===== src/rx_filter_pkg.sv =====
/*
 * Constants for the receive frame acceptance block: register offsets, field layout,
 * reset values, frame sizes and descriptor flag positions.
 * Assumes a 32-bit Avalon-MM slave with word addresses and a single 100 MHz clock.
 */
// Summary of operation
// RQ1 - Pass-FCS clear: strip the four FCS bytes, leave them out of packet length.
// RQ2 - Pass-FCS set: write FCS to memory and count it in packet length.
// RQ3 - Receive QoS handling is on exactly while the QoS enable bit is one; QOS_EN_O follows the bit one cycle late.
// RQ4 - Single-buffer bit clear: one frame may span several linked buffers.
// RQ5 - Single-buffer bit set: frame goes in one buffer, overflow bytes discarded.
// RQ6 - Single-buffer mode reports the full frame byte count, up to 65535.
// RQ7 - Copy-control clear: control frames not written, yet still acted upon.
// RQ8 - Pause frames act whenever MAC control enables pause, whatever copy-control says.
// RQ9 - Copy-control set: control frames written, control flag set in EOP descriptor.
// RQ10 - Frames under 64 bytes are filtered unless copy-short is set.
// RQ11 - Copied short frame: fragment flag if errored, undersize flag if clean.
// RQ12 - Copy-error set: errored frames kept with error flag; clear: filtered.
// RQ13 - Copy-all set: unmatched frames go to promiscuous channel with no-match flag.
// RQ14 - Promiscuous frames go to the channel named by the three-bit select.
// RQ15 - Broadcast enable set: broadcast to its selected channel; clear: filtered.
// RQ16 - Reserved bits read zero, ignore writes; writable fields reset to zero.
// RQ17 - Multicast enable and select act like the broadcast pair.
`default_nettype none
package rx_filter_pkg;
	localparam logic [3:0] ADDR_FILTER_CTRL = 4'h0;
	localparam logic [3:0] ADDR_MAC_CTRL = 4'h1;
	localparam logic [3:0] ADDR_STATUS = 4'h2;
	localparam logic [3:0] ADDR_ACCEPT_CNT = 4'h3;
	localparam logic [3:0] ADDR_DROP_CNT = 4'h4;
	localparam logic [31:0] FILTER_CTRL_RESET = 32'h0000_0000;
	localparam logic [31:0] FILTER_CTRL_WMASK = 32'h71e7_2727;
	localparam logic [31:0] MAC_CTRL_RESET = 32'h0000_0000;
	localparam logic [31:0] MAC_CTRL_WMASK = 32'h0000_0001;
	localparam int KEEP_FCS_BIT = 30;
	localparam int QOS_EN_BIT = 29;
	localparam int SINGLE_BUF_BIT = 28;
	localparam int COPY_CTRL_BIT = 24;
	localparam int COPY_SHORT_BIT = 23;
	localparam int COPY_ERR_BIT = 22;
	localparam int COPY_ALL_BIT = 21;
	localparam int PROM_CH_LSB = 16;
	localparam int BCAST_EN_BIT = 13;
	localparam int BCAST_CH_LSB = 8;
	localparam int MCAST_EN_BIT = 5;
	localparam int MCAST_CH_LSB = 0;
	localparam int PAUSE_EN_BIT = 0;
	localparam logic [15:0] MIN_FRAME_BYTES = 16'd64;
	localparam logic [15:0] FCS_BYTES = 16'd4;
	// Descriptor flag positions in the EOP status word
	localparam int FLG_CONTROL = 0;
	localparam int FLG_FRAGMENT = 1;
	localparam int FLG_UNDERSIZE = 2;
	localparam int FLG_ERROR = 3;
	localparam int FLG_NO_ADDRESS_MATCH_FLAG = 4;
	localparam int FLG_TRUNC = 5;
	localparam int FLAG_W = 6;
endpackage
`default_nettype wire


===== src/rx_frame_filter.sv =====
/*
 * Receive frame acceptance and buffer handling for an Ethernet MAC.
 * Holds the filter control register and a MAC control register on Avalon-MM,
 * and classifies each frame summary into a drop/accept verdict with channel,
 * stored length, reported length and descriptor flags.
 * Assumes the parser upstream presents one frame summary per valid pulse,
 * and that the DMA downstream honours the single-buffer limit it is given.
 * Register writes land on the edge that takes the request, one cycle before the answer.
 */
`timescale 1ns/100ps
`default_nettype none
module rx_frame_filter (
	// Clock and reset
	input wire logic CLK_I,
	input wire logic RESETN_I,
	// Avalon-MM slave
	input wire logic [3:0] AVS_ADDRESS_I,
	input wire logic AVS_READ_I,
	input wire logic AVS_WRITE_I,
	input wire logic [31:0] AVS_WRITEDATA_I,
	input wire logic [3:0] AVS_BYTEENABLE_I,
	output logic [31:0] AVS_READDATA_O,
	output logic AVS_WAITREQUEST_O,
	// Frame summary from the receive parser
	input wire logic FRM_VALID_I,
	input wire logic [15:0] FRM_LEN_I,
	input wire logic FRM_ERR_I,
	input wire logic FRM_CTRL_I,
	input wire logic FRM_PAUSE_I,
	input wire logic FRM_BCAST_I,
	input wire logic FRM_MCAST_I,
	input wire logic FRM_MATCH_I,
	input wire logic [2:0] FRM_MATCH_CH_I,
	input wire logic [15:0] BUF_SIZE_I,
	// Verdict to the receive DMA
	output logic VRD_VALID_O,
	output logic VRD_ACCEPT_O,
	output logic [2:0] VRD_CHANNEL_O,
	output logic [15:0] VRD_STORE_LEN_O,
	output logic [15:0] VRD_PKT_LEN_O,
	output logic VRD_STRIP_FCS_O,
	output logic VRD_CHAIN_O,
	output logic [5:0] VRD_FLAGS_O,
	output logic PAUSE_ACT_O,
	// Configuration levels
	output logic QOS_EN_O
);
	logic [31:0] filter_ctrl_reg, filter_ctrl_next;
	logic [31:0] mac_ctrl_reg, mac_ctrl_next;
	logic [31:0] rdata_reg, rdata_next;
	logic ack_reg, ack_next;
	logic [15:0] accept_cnt_reg, accept_cnt_next;
	logic [15:0] drop_cnt_reg, drop_cnt_next;
	logic vvalid_reg, vvalid_next;
	logic vaccept_reg, vaccept_next;
	logic [2:0] vch_reg, vch_next;
	logic [15:0] vstore_reg, vstore_next;
	logic [15:0] vpkt_reg, vpkt_next;
	logic vstrip_reg, vstrip_next;
	logic vchain_reg, vchain_next;
	logic [5:0] vflags_reg, vflags_next;
	logic pause_reg, pause_next;
	logic qos_reg, qos_next;
	logic [5:0] status_reg, status_next;
	logic cls_drop;
	logic [2:0] cls_ch;
	logic [5:0] cls_flags;
	logic [15:0] cls_pkt;
	logic [15:0] cls_store;

	function automatic logic [31:0] merge_bytes(input logic [31:0] old, input logic [31:0] wd,
			input logic [3:0] be, input logic [31:0] wmask);
		logic [31:0] m;
		m = {{8{be[3]}}, {8{be[2]}}, {8{be[1]}}, {8{be[0]}}} & wmask;
		merge_bytes = (old & ~m) | (wd & m);
	endfunction

	// Three-bit channel select field at a given position
	function automatic logic [2:0] ch_field(input logic [31:0] ctrl, input int lsb);
		ch_field = ctrl[lsb +: 3];
	endfunction

	// Counters wrap at 16 bits; software treats them as free-running totals
	function automatic logic [15:0] bump(input logic [15:0] cnt);
		bump = cnt + 16'h0001;
	endfunction

	// Handshake: one cycle of waitrequest, answer on the second edge
	always_comb begin
		ack_next = (AVS_READ_I | AVS_WRITE_I) & ~ack_reg;
	end

	always_ff @(posedge CLK_I or negedge RESETN_I) begin
		if (!RESETN_I) begin
			ack_reg <= 1'b0;
		end else begin
			ack_reg <= ack_next;
		end
	end

	// Register file: a request is acted on at the edge that takes it
	always_comb begin
		logic req;
		req = (AVS_READ_I | AVS_WRITE_I) & ~ack_reg;
		filter_ctrl_next = filter_ctrl_reg;
		mac_ctrl_next = mac_ctrl_reg;
		rdata_next = rdata_reg;
		if (req && AVS_WRITE_I) begin
			unique case (AVS_ADDRESS_I)
				rx_filter_pkg::ADDR_FILTER_CTRL: filter_ctrl_next = merge_bytes(filter_ctrl_reg,
					AVS_WRITEDATA_I, AVS_BYTEENABLE_I, rx_filter_pkg::FILTER_CTRL_WMASK); // [RQ16]
				rx_filter_pkg::ADDR_MAC_CTRL: mac_ctrl_next = merge_bytes(mac_ctrl_reg,
					AVS_WRITEDATA_I, AVS_BYTEENABLE_I, rx_filter_pkg::MAC_CTRL_WMASK);
				default: ;
			endcase
		end
		if (req && AVS_READ_I) begin
			unique case (AVS_ADDRESS_I)
				rx_filter_pkg::ADDR_FILTER_CTRL: rdata_next = filter_ctrl_reg; // [RQ16]
				rx_filter_pkg::ADDR_MAC_CTRL: rdata_next = mac_ctrl_reg;
				rx_filter_pkg::ADDR_STATUS: rdata_next = {26'h0, status_reg};
				rx_filter_pkg::ADDR_ACCEPT_CNT: rdata_next = {16'h0, accept_cnt_reg};
				rx_filter_pkg::ADDR_DROP_CNT: rdata_next = {16'h0, drop_cnt_reg};
				default: rdata_next = 32'h0000_0000;
			endcase
		end
	end

	always_ff @(posedge CLK_I or negedge RESETN_I) begin
		if (!RESETN_I) begin
			filter_ctrl_reg <= rx_filter_pkg::FILTER_CTRL_RESET; // [RQ16]
			mac_ctrl_reg <= rx_filter_pkg::MAC_CTRL_RESET;
			rdata_reg <= 32'h0000_0000;
		end else begin
			filter_ctrl_reg <= filter_ctrl_next;
			mac_ctrl_reg <= mac_ctrl_next;
			rdata_reg <= rdata_next;
		end
	end

	assign AVS_READDATA_O = rdata_reg;
	assign AVS_WAITREQUEST_O = ~ack_reg;

	// Frame decode of the summary now on the parser inputs
	always_comb begin
		logic keep_fcs, single, is_short, no_address_match_flag;
		keep_fcs = filter_ctrl_reg[rx_filter_pkg::KEEP_FCS_BIT];
		single = filter_ctrl_reg[rx_filter_pkg::SINGLE_BUF_BIT];
		is_short = FRM_LEN_I < rx_filter_pkg::MIN_FRAME_BYTES;
		no_address_match_flag = 1'b0;
		cls_drop = 1'b0;
		cls_flags = '0;
		cls_ch = FRM_MATCH_CH_I;
		cls_pkt = FRM_LEN_I;
		cls_store = FRM_LEN_I;
		// Length includes FCS only when it is kept; guards against runts under four bytes
		if (keep_fcs || FRM_LEN_I < rx_filter_pkg::FCS_BYTES) begin
			cls_pkt = FRM_LEN_I; // [RQ2]
		end else begin
			cls_pkt = FRM_LEN_I - rx_filter_pkg::FCS_BYTES; // [RQ1]
		end
		if (FRM_BCAST_I) begin
			cls_drop = ~filter_ctrl_reg[rx_filter_pkg::BCAST_EN_BIT]; // [RQ15]
			cls_ch = ch_field(filter_ctrl_reg, rx_filter_pkg::BCAST_CH_LSB);
		end else if (FRM_MCAST_I && FRM_MATCH_I) begin
			cls_drop = ~filter_ctrl_reg[rx_filter_pkg::MCAST_EN_BIT]; // [RQ17]
			cls_ch = ch_field(filter_ctrl_reg, rx_filter_pkg::MCAST_CH_LSB);
		end else if (!FRM_MATCH_I) begin
			cls_drop = 1'b1;
		end
		// With copy-all set, unmatched or disabled traffic falls to the promiscuous channel
		if (cls_drop && filter_ctrl_reg[rx_filter_pkg::COPY_ALL_BIT]) begin
			cls_drop = 1'b0; // [RQ13]
			no_address_match_flag = 1'b1;
			cls_ch = ch_field(filter_ctrl_reg, rx_filter_pkg::PROM_CH_LSB); // [RQ14]
		end
		cls_flags[rx_filter_pkg::FLG_NO_ADDRESS_MATCH_FLAG] = no_address_match_flag;
		if (FRM_CTRL_I) begin
			cls_drop = cls_drop | ~filter_ctrl_reg[rx_filter_pkg::COPY_CTRL_BIT]; // [RQ7]
			cls_flags[rx_filter_pkg::FLG_CONTROL] = 1'b1; // [RQ9]
		end
		if (is_short) begin
			cls_drop = cls_drop | ~filter_ctrl_reg[rx_filter_pkg::COPY_SHORT_BIT]; // [RQ10]
			cls_flags[rx_filter_pkg::FLG_FRAGMENT] = FRM_ERR_I; // [RQ11]
			cls_flags[rx_filter_pkg::FLG_UNDERSIZE] = ~FRM_ERR_I; // [RQ11]
		end else if (FRM_ERR_I) begin
			cls_drop = cls_drop | ~filter_ctrl_reg[rx_filter_pkg::COPY_ERR_BIT]; // [RQ12]
			cls_flags[rx_filter_pkg::FLG_ERROR] = 1'b1; // [RQ12]
		end
		// The descriptor keeps the full count even when the store is cut to one buffer
		if (single && cls_pkt > BUF_SIZE_I) begin
			cls_store = BUF_SIZE_I; // [RQ5]
			cls_flags[rx_filter_pkg::FLG_TRUNC] = 1'b1;
		end else begin
			cls_store = cls_pkt; // [RQ4]
		end
	end

	// Verdict fields hold until the next summary, so the DMA may take them late
	always_comb begin
		vvalid_next = FRM_VALID_I;
		vaccept_next = vaccept_reg;
		vch_next = vch_reg;
		vstore_next = vstore_reg;
		vpkt_next = vpkt_reg;
		vstrip_next = vstrip_reg;
		vchain_next = vchain_reg;
		vflags_next = vflags_reg;
		if (FRM_VALID_I) begin
			vaccept_next = ~cls_drop;
			vch_next = cls_ch;
			vstore_next = cls_store; // [RQ5]
			vpkt_next = cls_pkt; // [RQ6]
			vstrip_next = ~filter_ctrl_reg[rx_filter_pkg::KEEP_FCS_BIT]; // [RQ1]
			vchain_next = ~filter_ctrl_reg[rx_filter_pkg::SINGLE_BUF_BIT]; // [RQ4]
			// Flags describe stored frames only; a dropped frame leaves them clear
			vflags_next = cls_drop ? '0 : cls_flags;
		end
	end

	always_ff @(posedge CLK_I or negedge RESETN_I) begin
		if (!RESETN_I) begin
			vvalid_reg <= 1'b0;
			vaccept_reg <= 1'b0;
			vch_reg <= 3'h0;
			vstore_reg <= 16'h0000;
			vpkt_reg <= 16'h0000;
			vstrip_reg <= 1'b0;
			vchain_reg <= 1'b0;
			vflags_reg <= 6'h00;
		end else begin
			vvalid_reg <= vvalid_next;
			vaccept_reg <= vaccept_next;
			vch_reg <= vch_next;
			vstore_reg <= vstore_next;
			vpkt_reg <= vpkt_next;
			vstrip_reg <= vstrip_next;
			vchain_reg <= vchain_next;
			vflags_reg <= vflags_next;
		end
	end

	// Counted one cycle behind the verdict; a read may miss the frame just judged
	always_comb begin
		accept_cnt_next = accept_cnt_reg;
		drop_cnt_next = drop_cnt_reg;
		if (vvalid_reg && vaccept_reg) begin
			accept_cnt_next = bump(accept_cnt_reg);
		end
		if (vvalid_reg && !vaccept_reg) begin
			drop_cnt_next = bump(drop_cnt_reg);
		end
	end

	always_ff @(posedge CLK_I or negedge RESETN_I) begin
		if (!RESETN_I) begin
			accept_cnt_reg <= 16'h0000;
			drop_cnt_reg <= 16'h0000;
		end else begin
			accept_cnt_reg <= accept_cnt_next;
			drop_cnt_reg <= drop_cnt_next;
		end
	end

	// Status keeps the flags of the last stored frame, so a later drop does not hide them
	always_comb begin
		status_next = status_reg;
		if (vvalid_reg && vaccept_reg) begin
			status_next = vflags_reg;
		end
	end

	always_ff @(posedge CLK_I or negedge RESETN_I) begin
		if (!RESETN_I) begin
			status_reg <= 6'h00;
		end else begin
			status_reg <= status_next;
		end
	end

	// Pause acts regardless of the copy decision
	always_comb begin
		pause_next = FRM_VALID_I & FRM_PAUSE_I & mac_ctrl_reg[rx_filter_pkg::PAUSE_EN_BIT]; // [RQ8]
		qos_next = filter_ctrl_reg[rx_filter_pkg::QOS_EN_BIT]; // [RQ3]
	end

	always_ff @(posedge CLK_I or negedge RESETN_I) begin
		if (!RESETN_I) begin
			pause_reg <= 1'b0;
			qos_reg <= 1'b0;
		end else begin
			pause_reg <= pause_next;
			qos_reg <= qos_next;
		end
	end

	assign VRD_VALID_O = vvalid_reg;
	assign VRD_ACCEPT_O = vaccept_reg;
	assign VRD_CHANNEL_O = vch_reg;
	assign VRD_STORE_LEN_O = vstore_reg;
	assign VRD_PKT_LEN_O = vpkt_reg;
	assign VRD_STRIP_FCS_O = vstrip_reg;
	assign VRD_CHAIN_O = vchain_reg;
	assign VRD_FLAGS_O = vflags_reg;
	assign PAUSE_ACT_O = pause_reg;
	assign QOS_EN_O = qos_reg;
endmodule // rx_frame_filter
`default_nettype wire


===== config.mk =====
export PLATFORM = sky130hd
export DESIGN_NAME = rx_frame_filter
export DESIGN_NICKNAME = d
export VERILOG_FILES = /design/src/rx_filter_pkg.sv /design/src/rx_frame_filter.sv
export SDC_FILE = /design/constraint.sdc
export NUM_CORES = 1
export LEC_CHECK = 0
export ABC_AREA = 1
export BUFFER_PORTS_ARGS = -buffer_cell sky130_fd_sc_hd__buf_2
export CORE_UTILIZATION = 52
export DETAILED_ROUTE_END_ITERATION = 12
export HOLD_SLACK_MARGIN = 0.05
export PLACE_DENSITY_LB_ADDON = 0.25
export SYNTH_ARGS = -nofsm -noshare
export SYNTH_HDL_FRONTEND = slang
export SYNTH_SLANG_ARGS = --single-unit

===== constraint.sdc =====
create_clock -name CLK_I -period 2.8 [get_ports CLK_I]
set_clock_uncertainty 0.05 [all_clocks]
set_input_delay 0.42 -clock CLK_I [delete_from_list [all_inputs] [get_ports CLK_I]]
set_output_delay 0.42 -clock CLK_I [all_outputs]
set_load 0.05 [all_outputs]

==> metrics.cfg, run 1 <==
[timing]
hold_violations=0
hold_ws_ps=164
max_slew_margin=0.581
setup_viol=0
rsz0062_at_grt=false
setup_tns_ps=0
period_minus_slack_ps=2530
final_max_slew_viol_count=0
fin_crit_sh=0.903
worst_pin_slew_ps=628
max_clock_freq_mhz=396

[cells_and_area]
area_delta_synth_final_pct=27.9
final_area_sq_um=8790
num-fill-cells=1067
layout-drive-gt1-share=0.262
multi_input_area_sq_um=3010
fin_util=0.688
nNetsFinal=1163
seq_area_sq_um=3280

[clock_tree]
clock_sinks=131
clk_latency_ps=420
cts_tree=yes
cts_setup_buffers=0
ctsLongestPathBuffers=2
cts_max_level=4
cts_buffers=17
cts-root-buf=clkbuf_16
clk_pin_slew_worst_paths_ps=60

[die]
die_h_um=117
ios=166
core_sq_um=12800
num_rows=41
fp.dieW_um=117
initial_utilization=0.538
die-area_sq_um=13700

[placed_design]
hpwlAfterDp_um=12800
io_buffers=145
placed_area_sq_um=8190
gp_congestion=0.890

[setup_path]
setup.worst_path.class=primary input to flop
crit_slowest_cell=ha_1
cp_cell_sequence=buf_2, inv_1, ha_1, nand2_2, nor2_4, nand2_2, nand2_4, inv_4, buf_4, nand2_2, nand2_2, inv_1, ha_1, nand2_1, nand2_1, nand3_1, nand2_1, a21oi_1, nand2_2, nand2_2, buf_12, nand2_1, nand3_1, nand2_1
cp_top_family=simple AND/OR/NAND/NOR gates
worstPathArrival_ps=2780
crit_fanout=14
start_kind=primary input
cpPeakStageDelay_ps=280
crit_buf_inv=6
crit_top_cell=nand2_2
cp-startpoint=FRM_LEN_I[2]
cp.required_ps=3050
critPathCaptureType=flop

[routing]
drc=0
ant_nets=0
drtIter0Drc=358
wl_per_cell_um=14.1
dr_total_vias=6201
viasPerCell=4.98
wl_um=17500
drt_first_pass_iters=5

[logic_synthesis]
ys_top_cells_by_count=nand2_1, dfrtp_1, inv_1, nand3_1, nor2_1
synthDominantCellAreaShare=0.477
synth_cell_type_count=39
syn_inst=858
synth-edff-count=0
synth_ff_type=dfrtp_1
yosysWarnings=0
synth-async-reset-ratio=1.00
syn-cell-area_sq_um=6870
ys_ff_latch=131
syn_avg_cell_area_sq_um=8.01
ys_top_cells_by_area=dfrtp_1, nand2_1, inv_1
post-synth-top-count-cell=nand2_1
seq_area_frac_synth=0.477
yosys.area.top_type=dfrtp_1

[global_route]
grt_pass1_vias=5983
grt_overflow_total=0
grt_max_degree=64
grt_first_pass_wirelength_um=28000
antenna_found_initial=1
track_usage=0.270

[pwr]
ir_drop_mv=0.428
leakagePower_nw=4.86
power_density_nw_per_um2=678

[job]
max_cap_violations=0

[run_status]
status=finished clean

[worst_hold_path]
hp-start=FRM_ERR_I
hold_path_class=primary input to flop

[worst reg2reg max path, cell delays in order, from the launching register on]
cell,delay [ps]
dfrtp_1,370
inv_1,140
nand2_4,110
inv_4,190
buf_4,150
nand2_2,50
nand2_2,60
inv_1,40
ha_1,280
nand2_1,70
nand2_1,40
nand3_1,60
nand2_1,50
a21oi_1,180
nand2_2,100
nand2_2,120
buf_12,130
nand2_1,50
nand3_1,60
nand2_1,70
[layout by cell type (no fill, tap or decap), types with 4 or more instances in the layout]
master / Yosys / final
o21ai_0: 45 / 45
clkbuf_16: 0 / 17
xor2_1: 33 / 33
nor2_1: 52 / 52
o31ai_1: 8 / 8
o21ai_2: 4 / 4
buf_4: 6 / 54
nand2_1: 254 / 254
dfrtp_1: 131 / 131
inv_1: 117 / 117
a21oi_1: 26 / 26
nand2_2: 20 / 20
clkinv_4: 0 / 4
mux2_2: 4 / 4
nor2_2: 6 / 6
buf_12: 0 / 5
o22ai_1: 9 / 9
buf_2: 4 / 144
nand4_1: 6 / 6
ha_1: 19 / 19
conb_1: 1 / 6
o21ai_1: 11 / 11
nand3_1: 61 / 61
[area by class of cell]
type	instances	area share
sequential	131	0.373
multi-input combinational	584	0.343
timing repair buffer	204	0.141
clock buffer	20	0.0520
inverter	120	0.0515
tap	172	0.0245
clock inverter	12	0.0151
antenna	1	0.000285
[routing by layer]
metal	track usage	wire [um]
met5	0	0
met4	0.116	427
met3	0.0664	888
met2	0.464	8700
met1	0.323	7480
[where the power goes]
| group | internal [mW] | leakage [nW] | switching [mW] | total, mW |
|---|---|---|---|---|
| Combinational | 0.473 | 2.91 | 1.02 | 1.49 |
| Clock | 1.36 | 0.282 | 0.831 | 2.19 |
| Sequential | 2.12 | 1.66 | 0.162 | 2.29 |
[kinds of logic after synthesis]
logic type | count (synthesis) | share of synthesized area
AO/OA/AOI/OAI | 109 | 0.0887
XOR/XNOR | 35 | 0.0457
adder cells (fa/ha/maj) | 19 | 0.0346
buffers and inverters | 148 | 0.0874
flip-flops | 131 | 0.477
multiplexers | 5 | 0.00819
other | 1 | 0.000546
AND/OR/NAND/NOR | 410 | 0.258
[through the flow]
stage                     std cells  setup WS, ps  power [mW]
after global placement         1210          -122        3.77
after CTS                      1243           254        5.99
after floorplan                 863          31.4        3.27
final                          1244           273        5.96
after detailed placement       1210          -165        3.79
after global routing           1243          8.30        6.25
[final timing paths]
path,to,slack [ps],depth (start not counted)
worst min register to register,ack_reg$_DFF_PN0_,390,1
worst max register to register,VRD_STORE_LEN_O[11]$_DFFE_PN0P_,320,19
worst max-delay path,VRD_STORE_LEN_O[11]$_DFFE_PN0P_,270,24
min in group asynchronous,AVS_READDATA_O[14]$_DFFE_PN0P_,520,2
worst min-delay path,VRD_FLAGS_O[2]$_DFFE_PN0P_,160,2
max in group asynchronous,AVS_READDATA_O[28]$_DFFE_PN0P_,1490,3
[repair_timing]
action / in CTS / in global routing
endpoints found under the setup margin: 0 / 0
resized for setup: 0 / 0
hold endpoints to repair: 39 / 0
hold buffers: 1 / 0
No activity file was read; power rests on OpenSTA's default activity.
==> inputs of run 2 (changes only) <==
--- a/config.mk
+++ b/config.mk
@@ -5,12 +5,12 @@
 export SDC_FILE = /design/constraint.sdc
 export NUM_CORES = 1
 export LEC_CHECK = 0
-export ABC_AREA = 1
 export BUFFER_PORTS_ARGS = -buffer_cell sky130_fd_sc_hd__buf_2
+export CORE_ASPECT_RATIO = 0.9
 export CORE_UTILIZATION = 52
 export DETAILED_ROUTE_END_ITERATION = 12
 export HOLD_SLACK_MARGIN = 0.05
-export PLACE_DENSITY_LB_ADDON = 0.25
+export PLACE_DENSITY = 0.79
 export SYNTH_ARGS = -nofsm -noshare
 export SYNTH_HDL_FRONTEND = slang
 export SYNTH_SLANG_ARGS = --single-unit
==> metrics.cfg, run 2 <==
[setup_path]
crit_buf_inv=1
cp_top_family=simple AND/OR/NAND/NOR gates
crit_fanout=6
cp.required_ps=3040
crit_slowest_cell=or4b_4
start_kind=flop
cp_cell_sequence=or4b_4, nor4_4, mux2_4, ha_4, and3_4, nand4_1, nor2_2, a211oi_2, buf_4, o31ai_1, o2bb2ai_1
critPathCaptureType=flop
setup.worst_path.class=flop to flop
worstPathArrival_ps=3420
cpPeakStageDelay_ps=550

[timing]
setup_slack_ps=-379
fin_crit_sh=1.14
max_clock_freq_mhz=315
rsz0062_at_grt=true
setup_viol=17
hold_ws_ps=56.3
final_max_slew_viol_count=0
worst_pin_slew_ps=951
hold_violations=0
max_slew_margin=0.365
period_minus_slack_ps=3180

[pwr]
power.internal_mw=3.81
clkPwrFrac=0.381
power_density_nw_per_um2=659
seq_power_share=0.405
swShare=0.325
p_sw_mw=1.83
leakagePower_nw=4.23
pwr-share-comb=0.214
ir_drop_mv=0.437

[logic_synthesis]
synth-async-reset-ratio=1.00
seq_area_frac_synth=0.509
synth-edff-count=0
syn-cell-area_sq_um=6430
syn_inst=609
synth_cell_type_count=54
syn_avg_cell_area_sq_um=10.6
ys_top_cells_by_count=dfrtp_1, nand2_1, nor2_1, mux2_2, inv_1
synthDominantCellAreaShare=0.509
yosysWarnings=0
ys_ff_latch=131
yosys.area.top_type=dfrtp_1
synth_ff_type=dfrtp_1
ys_top_cells_by_area=dfrtp_1, mux2_2, ha_1
post-synth-top-count-cell=dfrtp_1

[clock_tree]
cts-root-buf=clkbuf_16
cts_buffers=17
cts_tree=yes
cts_max_level=4
clk_latency_ps=420
hold_buffers=0
clock_sinks=131
clk_pin_slew_worst_paths_ps=60
ctsLongestPathBuffers=2

[die]
core_sq_um=12100
die_h_um=108
fp.dieW_um=119
initial_utilization=0.533
num_rows=38
die-area_sq_um=12800
ios=166

[global_route]
grt_overflow_total=0
antenna_found_initial=0
track_usage=0.285
grt_first_pass_wirelength_um=27800
grt_max_degree=132
grt_pass1_vias=5610

[routing]
wl_um=17600
viasPerCell=5.71
drc=0
wl_per_cell_um=18.0
drt_first_pass_iters=4
dr_total_vias=5581
drtIter0Drc=499
ant_nets=0

[cells_and_area]
nNetsFinal=910
mostFrequentLayoutCells=buf_2, dfrtp_1, nand2_1
final_common_cell=buf_2
fin_util=0.709
num-fill-cells=842
layoutNonFillerInstCount=978
num_antenna_cells=0
area_delta_synth_final_pct=33.1
layout-drive-gt1-share=0.399

[worst_hold_path]
hold_path_class=primary input to asynchronous set/reset pin

[job]
max_cap_violations=0

[placed_design]
hpwlAfterDp_um=12500
gp_congestion=0.935
preCtsSetupSlack_ps=-830
dp_cells=940
io_buffers=145

[run_status]
violations=negative setup slack
status=complete, but fails checks

run 2: changes by cell type in the layout (fill, tap and decap cells not counted), sizes merged, moves of 12 or more:
cell	previous run	this run
inv	120	38
xor2	34	11
xnor2	1	27
a22oi	0	14
mux2	5	38
nor2	61	48
a21oi	26	14
nand3	63	20
nand2	275	58
o21ai	60	39
run 2: cells by family (layout without fill, tap and decap cells):
logic type / count (synthesis) / in the layout / share of synthesized area
buffers and inverters: 65 / 267 / 0.0414
adders and majority gates: 19 / 19 / 0.0369
AOI/OAI and AO/OA: 118 / 118 / 0.125
other: 1 / 6 / 0.000583
muxes: 49 / 49 / 0.0861
xor gates and xnor gates: 38 / 38 / 0.0517
and+or+nand+nor: 188 / 190 / 0.149
DFF: 131 / 131 / 0.509
run 2: metrics by stage:
step	cell area, sq um	total power [mW]	setup TNS [ps]
floorplan	6630	3.05	-6960
global placement	7790	3.40	-11460
global route	8570	5.86	-6930
detailed placement	7790	3.45	-12870
finish	8570	5.64	-4820
CTS	8480	5.63	-4640
run 2: worst paths after layout:
path                                 from                         endpoint  slack [ps]  depth (start not counted)
worst max-delay path                 flop  VRD_STORE_LEN_O[13]$_DFFE_PN0P_        -380                         11
worst min-delay path             RESETN_I            PAUSE_ACT_O$_DFF_PN0_          60                          2
worst max register to register       flop  VRD_STORE_LEN_O[13]$_DFFE_PN0P_        -380                         11
worst min register to register       flop               QOS_EN_O$_DFF_PN0_         360                          0
max in group asynchronous        RESETN_I   AVS_READDATA_O[22]$_DFFE_PN0P_        2140                          2
min in group CLK_I              FRM_ERR_I       VRD_FLAGS_O[2]$_DFFE_PN0P_         170                          2
run 2: power by group through the flow:
| stage | logic (mW) | registers, mW | clock network, mW |
|---|---|---|---|
| finish | 1.21 | 2.28 | 2.15 |
| global route | 1.29 | 2.31 | 2.26 |
| CTS | 1.18 | 2.28 | 2.18 |
| detailed placement | 1.14 | 2.31 | 0 |
| global placement | 1.11 | 2.30 | 0 |
| floorplan | 0.508 | 2.54 | 0 |
run 2: repair_timing:
action	CTS	global route
cloned	3	0
pin swaps	14	8
resized for setup	19	17
endpoints found under the setup margin	17	17
buffers inserted	2	1
run 2: area by class of cell:
class                      count  area [sq um]  area share
timing repair buffer         201          1180       0.138
inverter                      34           148      0.0172
multi-input combinational    420          3190       0.372
clock inverter                13           123      0.0143
sequential                   131          3280       0.383
tap                          160           200      0.0234
clock buffer                  19           453      0.0529
run 2: metal layers:
| layer | share of wire | global-route usage | vias to the layer above |
|---|---|---|---|
| met5 | 0 | 0 | - |
| met3 | 0.069 | 0.0800 | 45 |
| met1 | 0.41 | 0.346 | 2728 |
| met4 | 0.035 | 0.150 | 0 |
| met2 | 0.49 | 0.463 | 244 |
| li1 | - | - | 2564 |
==> inputs of run 3 (changes only) <==
--- a/config.mk
+++ b/config.mk
@@ -6,7 +6,6 @@
 export NUM_CORES = 1
 export LEC_CHECK = 0
 export BUFFER_PORTS_ARGS = -buffer_cell sky130_fd_sc_hd__buf_2
-export CORE_ASPECT_RATIO = 0.9
 export CORE_UTILIZATION = 52
 export DETAILED_ROUTE_END_ITERATION = 12
 export HOLD_SLACK_MARGIN = 0.05
==> metrics.cfg, run 3 (synthesized netlist as in run 2, its figures left out) <==
[clock_tree]
cts_max_level=4
clk_pin_slew_worst_paths_ps=60
cts-root-buf=clkbuf_16
clock_sinks=131
cts_buffers=17
ctsLongestPathBuffers=2
clk_latency_ps=420
cts_tree=yes

[global_route]
grt_use_met3=0.0611
grt_pass1_vias=5787
grt_overflow_total=0
grt_first_pass_wirelength_um=29100
met1_usage=0.350
grt_max_degree=63
grt_util_met2=0.513
track_usage=0.298
gr-max-usage-layer=met2
antenna_found_initial=0

[setup_path]
crit_fanout=5
critPathCaptureType=flop
rrSetupSlack_ps=-480
reg2reg_depth=12
worstPathArrival_ps=3530
r2r-end=VRD_STORE_LEN_O[7]$_DFFE_PN0P_
start_kind=flop
cp-endpoint=VRD_STORE_LEN_O[7]$_DFFE_PN0P_
cp.required_ps=3050
setup.worst_path.class=flop to flop

[pwr]
ir_drop_mv=0.368
finalPower_mw=5.68
power_density_nw_per_um2=656
leakagePower_nw=4.26

[die]
fp.dieW_um=113
num_rows=40
die_h_um=113
initial_utilization=0.534
ios=166
core_sq_um=12100
die-area_sq_um=12800

[timing]
rsz0062_at_grt=true
period_minus_slack_ps=3280
worst_pin_slew_ps=842
max_clock_freq_mhz=305
max_slew_margin=0.437
final_max_slew_viol_count=0
fin_crit_sh=1.17
setup_viol=17
hold_violations=0
setup_slack_ps=-483

[placed_design]
placed_area_sq_um=7840
gp_congestion=0.942
io_buffers=145
hpwlAfterDp_um=13100

[cells_and_area]
final_common_cell=buf_2
mostFrequentLayoutCells=buf_2, dfrtp_1, buf_4
num-fill-cells=814
nNetsFinal=918
final_area_sq_um=8660
num_antenna_cells=0
layout-drive-gt1-share=0.403
area_delta_synth_final_pct=34.5

[run_status]
status=complete, but fails checks
violations=negative setup slack

[worst_hold_path]
hold_path_class=primary input to asynchronous set/reset pin

[routing]
drc=0
ant_nets=0
wl_um=18300
dr_total_vias=5655
drtIter0Drc=435
wl_per_cell_um=18.5
drt_first_pass_iters=5
viasPerCell=5.69

[job]
max_cap_violations=0

==> run 3: changes by cell type in the layout (fill, tap and decap cells not counted), moves of 2 or more <==
cell	previous run	this run
xor2_2	0	2
xor2_1	11	9
o21ai_2	4	1
o21ai_1	14	17
buf_4	52	61
==> run 3: final cells by class <==
cell class | instances | area (sq um) | share of cell area
sequential | 131 | 3280 | 0.379
multi-input combinational | 420 | 3220 | 0.372
timing repair buffer | 209 | 1220 | 0.141
clock buffer | 20 | 457 | 0.0528
tap | 168 | 210 | 0.0243
inverter | 34 | 148 | 0.0171
clock inverter | 12 | 121 | 0.0140
==> run 3: timing repair <==
item,CTS,global route
endpoints found under the setup margin,17,17
pin swaps,34,21
buffers inserted,5,0
gates cloned,2,0
hold buffers,0,0
resized for setup,24,13
==> run 3: critical path, cell delays in order, from the launching register on <==
cell and delay, ps:
dfrtp_1 400, or4b_4 570, nor3_4 210, xor2_2 300
ha_4 260, buf_6 110, and3_4 160, nand4_1 130
nor2_2 70, a211oi_2 290, buf_4 200, nor4_4 40
a311o_1 350
==> run 3: worst min-delay path by stage <==
stage / from / endpoint
floorplan: RESETN_I / AVS_READDATA_O[0]$_DFFE_PN0P_
global placement: flop / QOS_EN_O$_DFF_PN0_
detailed placement: flop / QOS_EN_O$_DFF_PN0_
CTS: RESETN_I / PAUSE_ACT_O$_DFF_PN0_
global route: RESETN_I / PAUSE_ACT_O$_DFF_PN0_
finish: RESETN_I / PAUSE_ACT_O$_DFF_PN0_
==> run 3: metrics by stage <==
stage	TNS, ps	hold slack [ps]	worst slack, ps	utilization	instances
after floorplan	-6960	74.4	-462	-	614
after global placement	-12050	325	-748	0.650	955
after detailed placement	-13160	339	-815	0.650	955
after CTS	-6520	66.4	-424	0.712	994
after global routing	-7960	118	-589	0.718	994
final	-6280	45.0	-483	0.718	994
==> run 3: per-layer routing <==
metal  part of all wire  vias to the layer above  routed length (um)
li1                   -                     2572                   -
met1               0.39                     2761                7130
met2               0.51                      257                9400
met3              0.058                       65                1070
met4              0.041                        0                 745
met5                  0                        -                   0
==> run 3: report_power, final <==
group	internal [mW]	switching (mW)
Combinational	0.451	0.777
Sequential	2.09	0.199
Clock	1.28	0.877
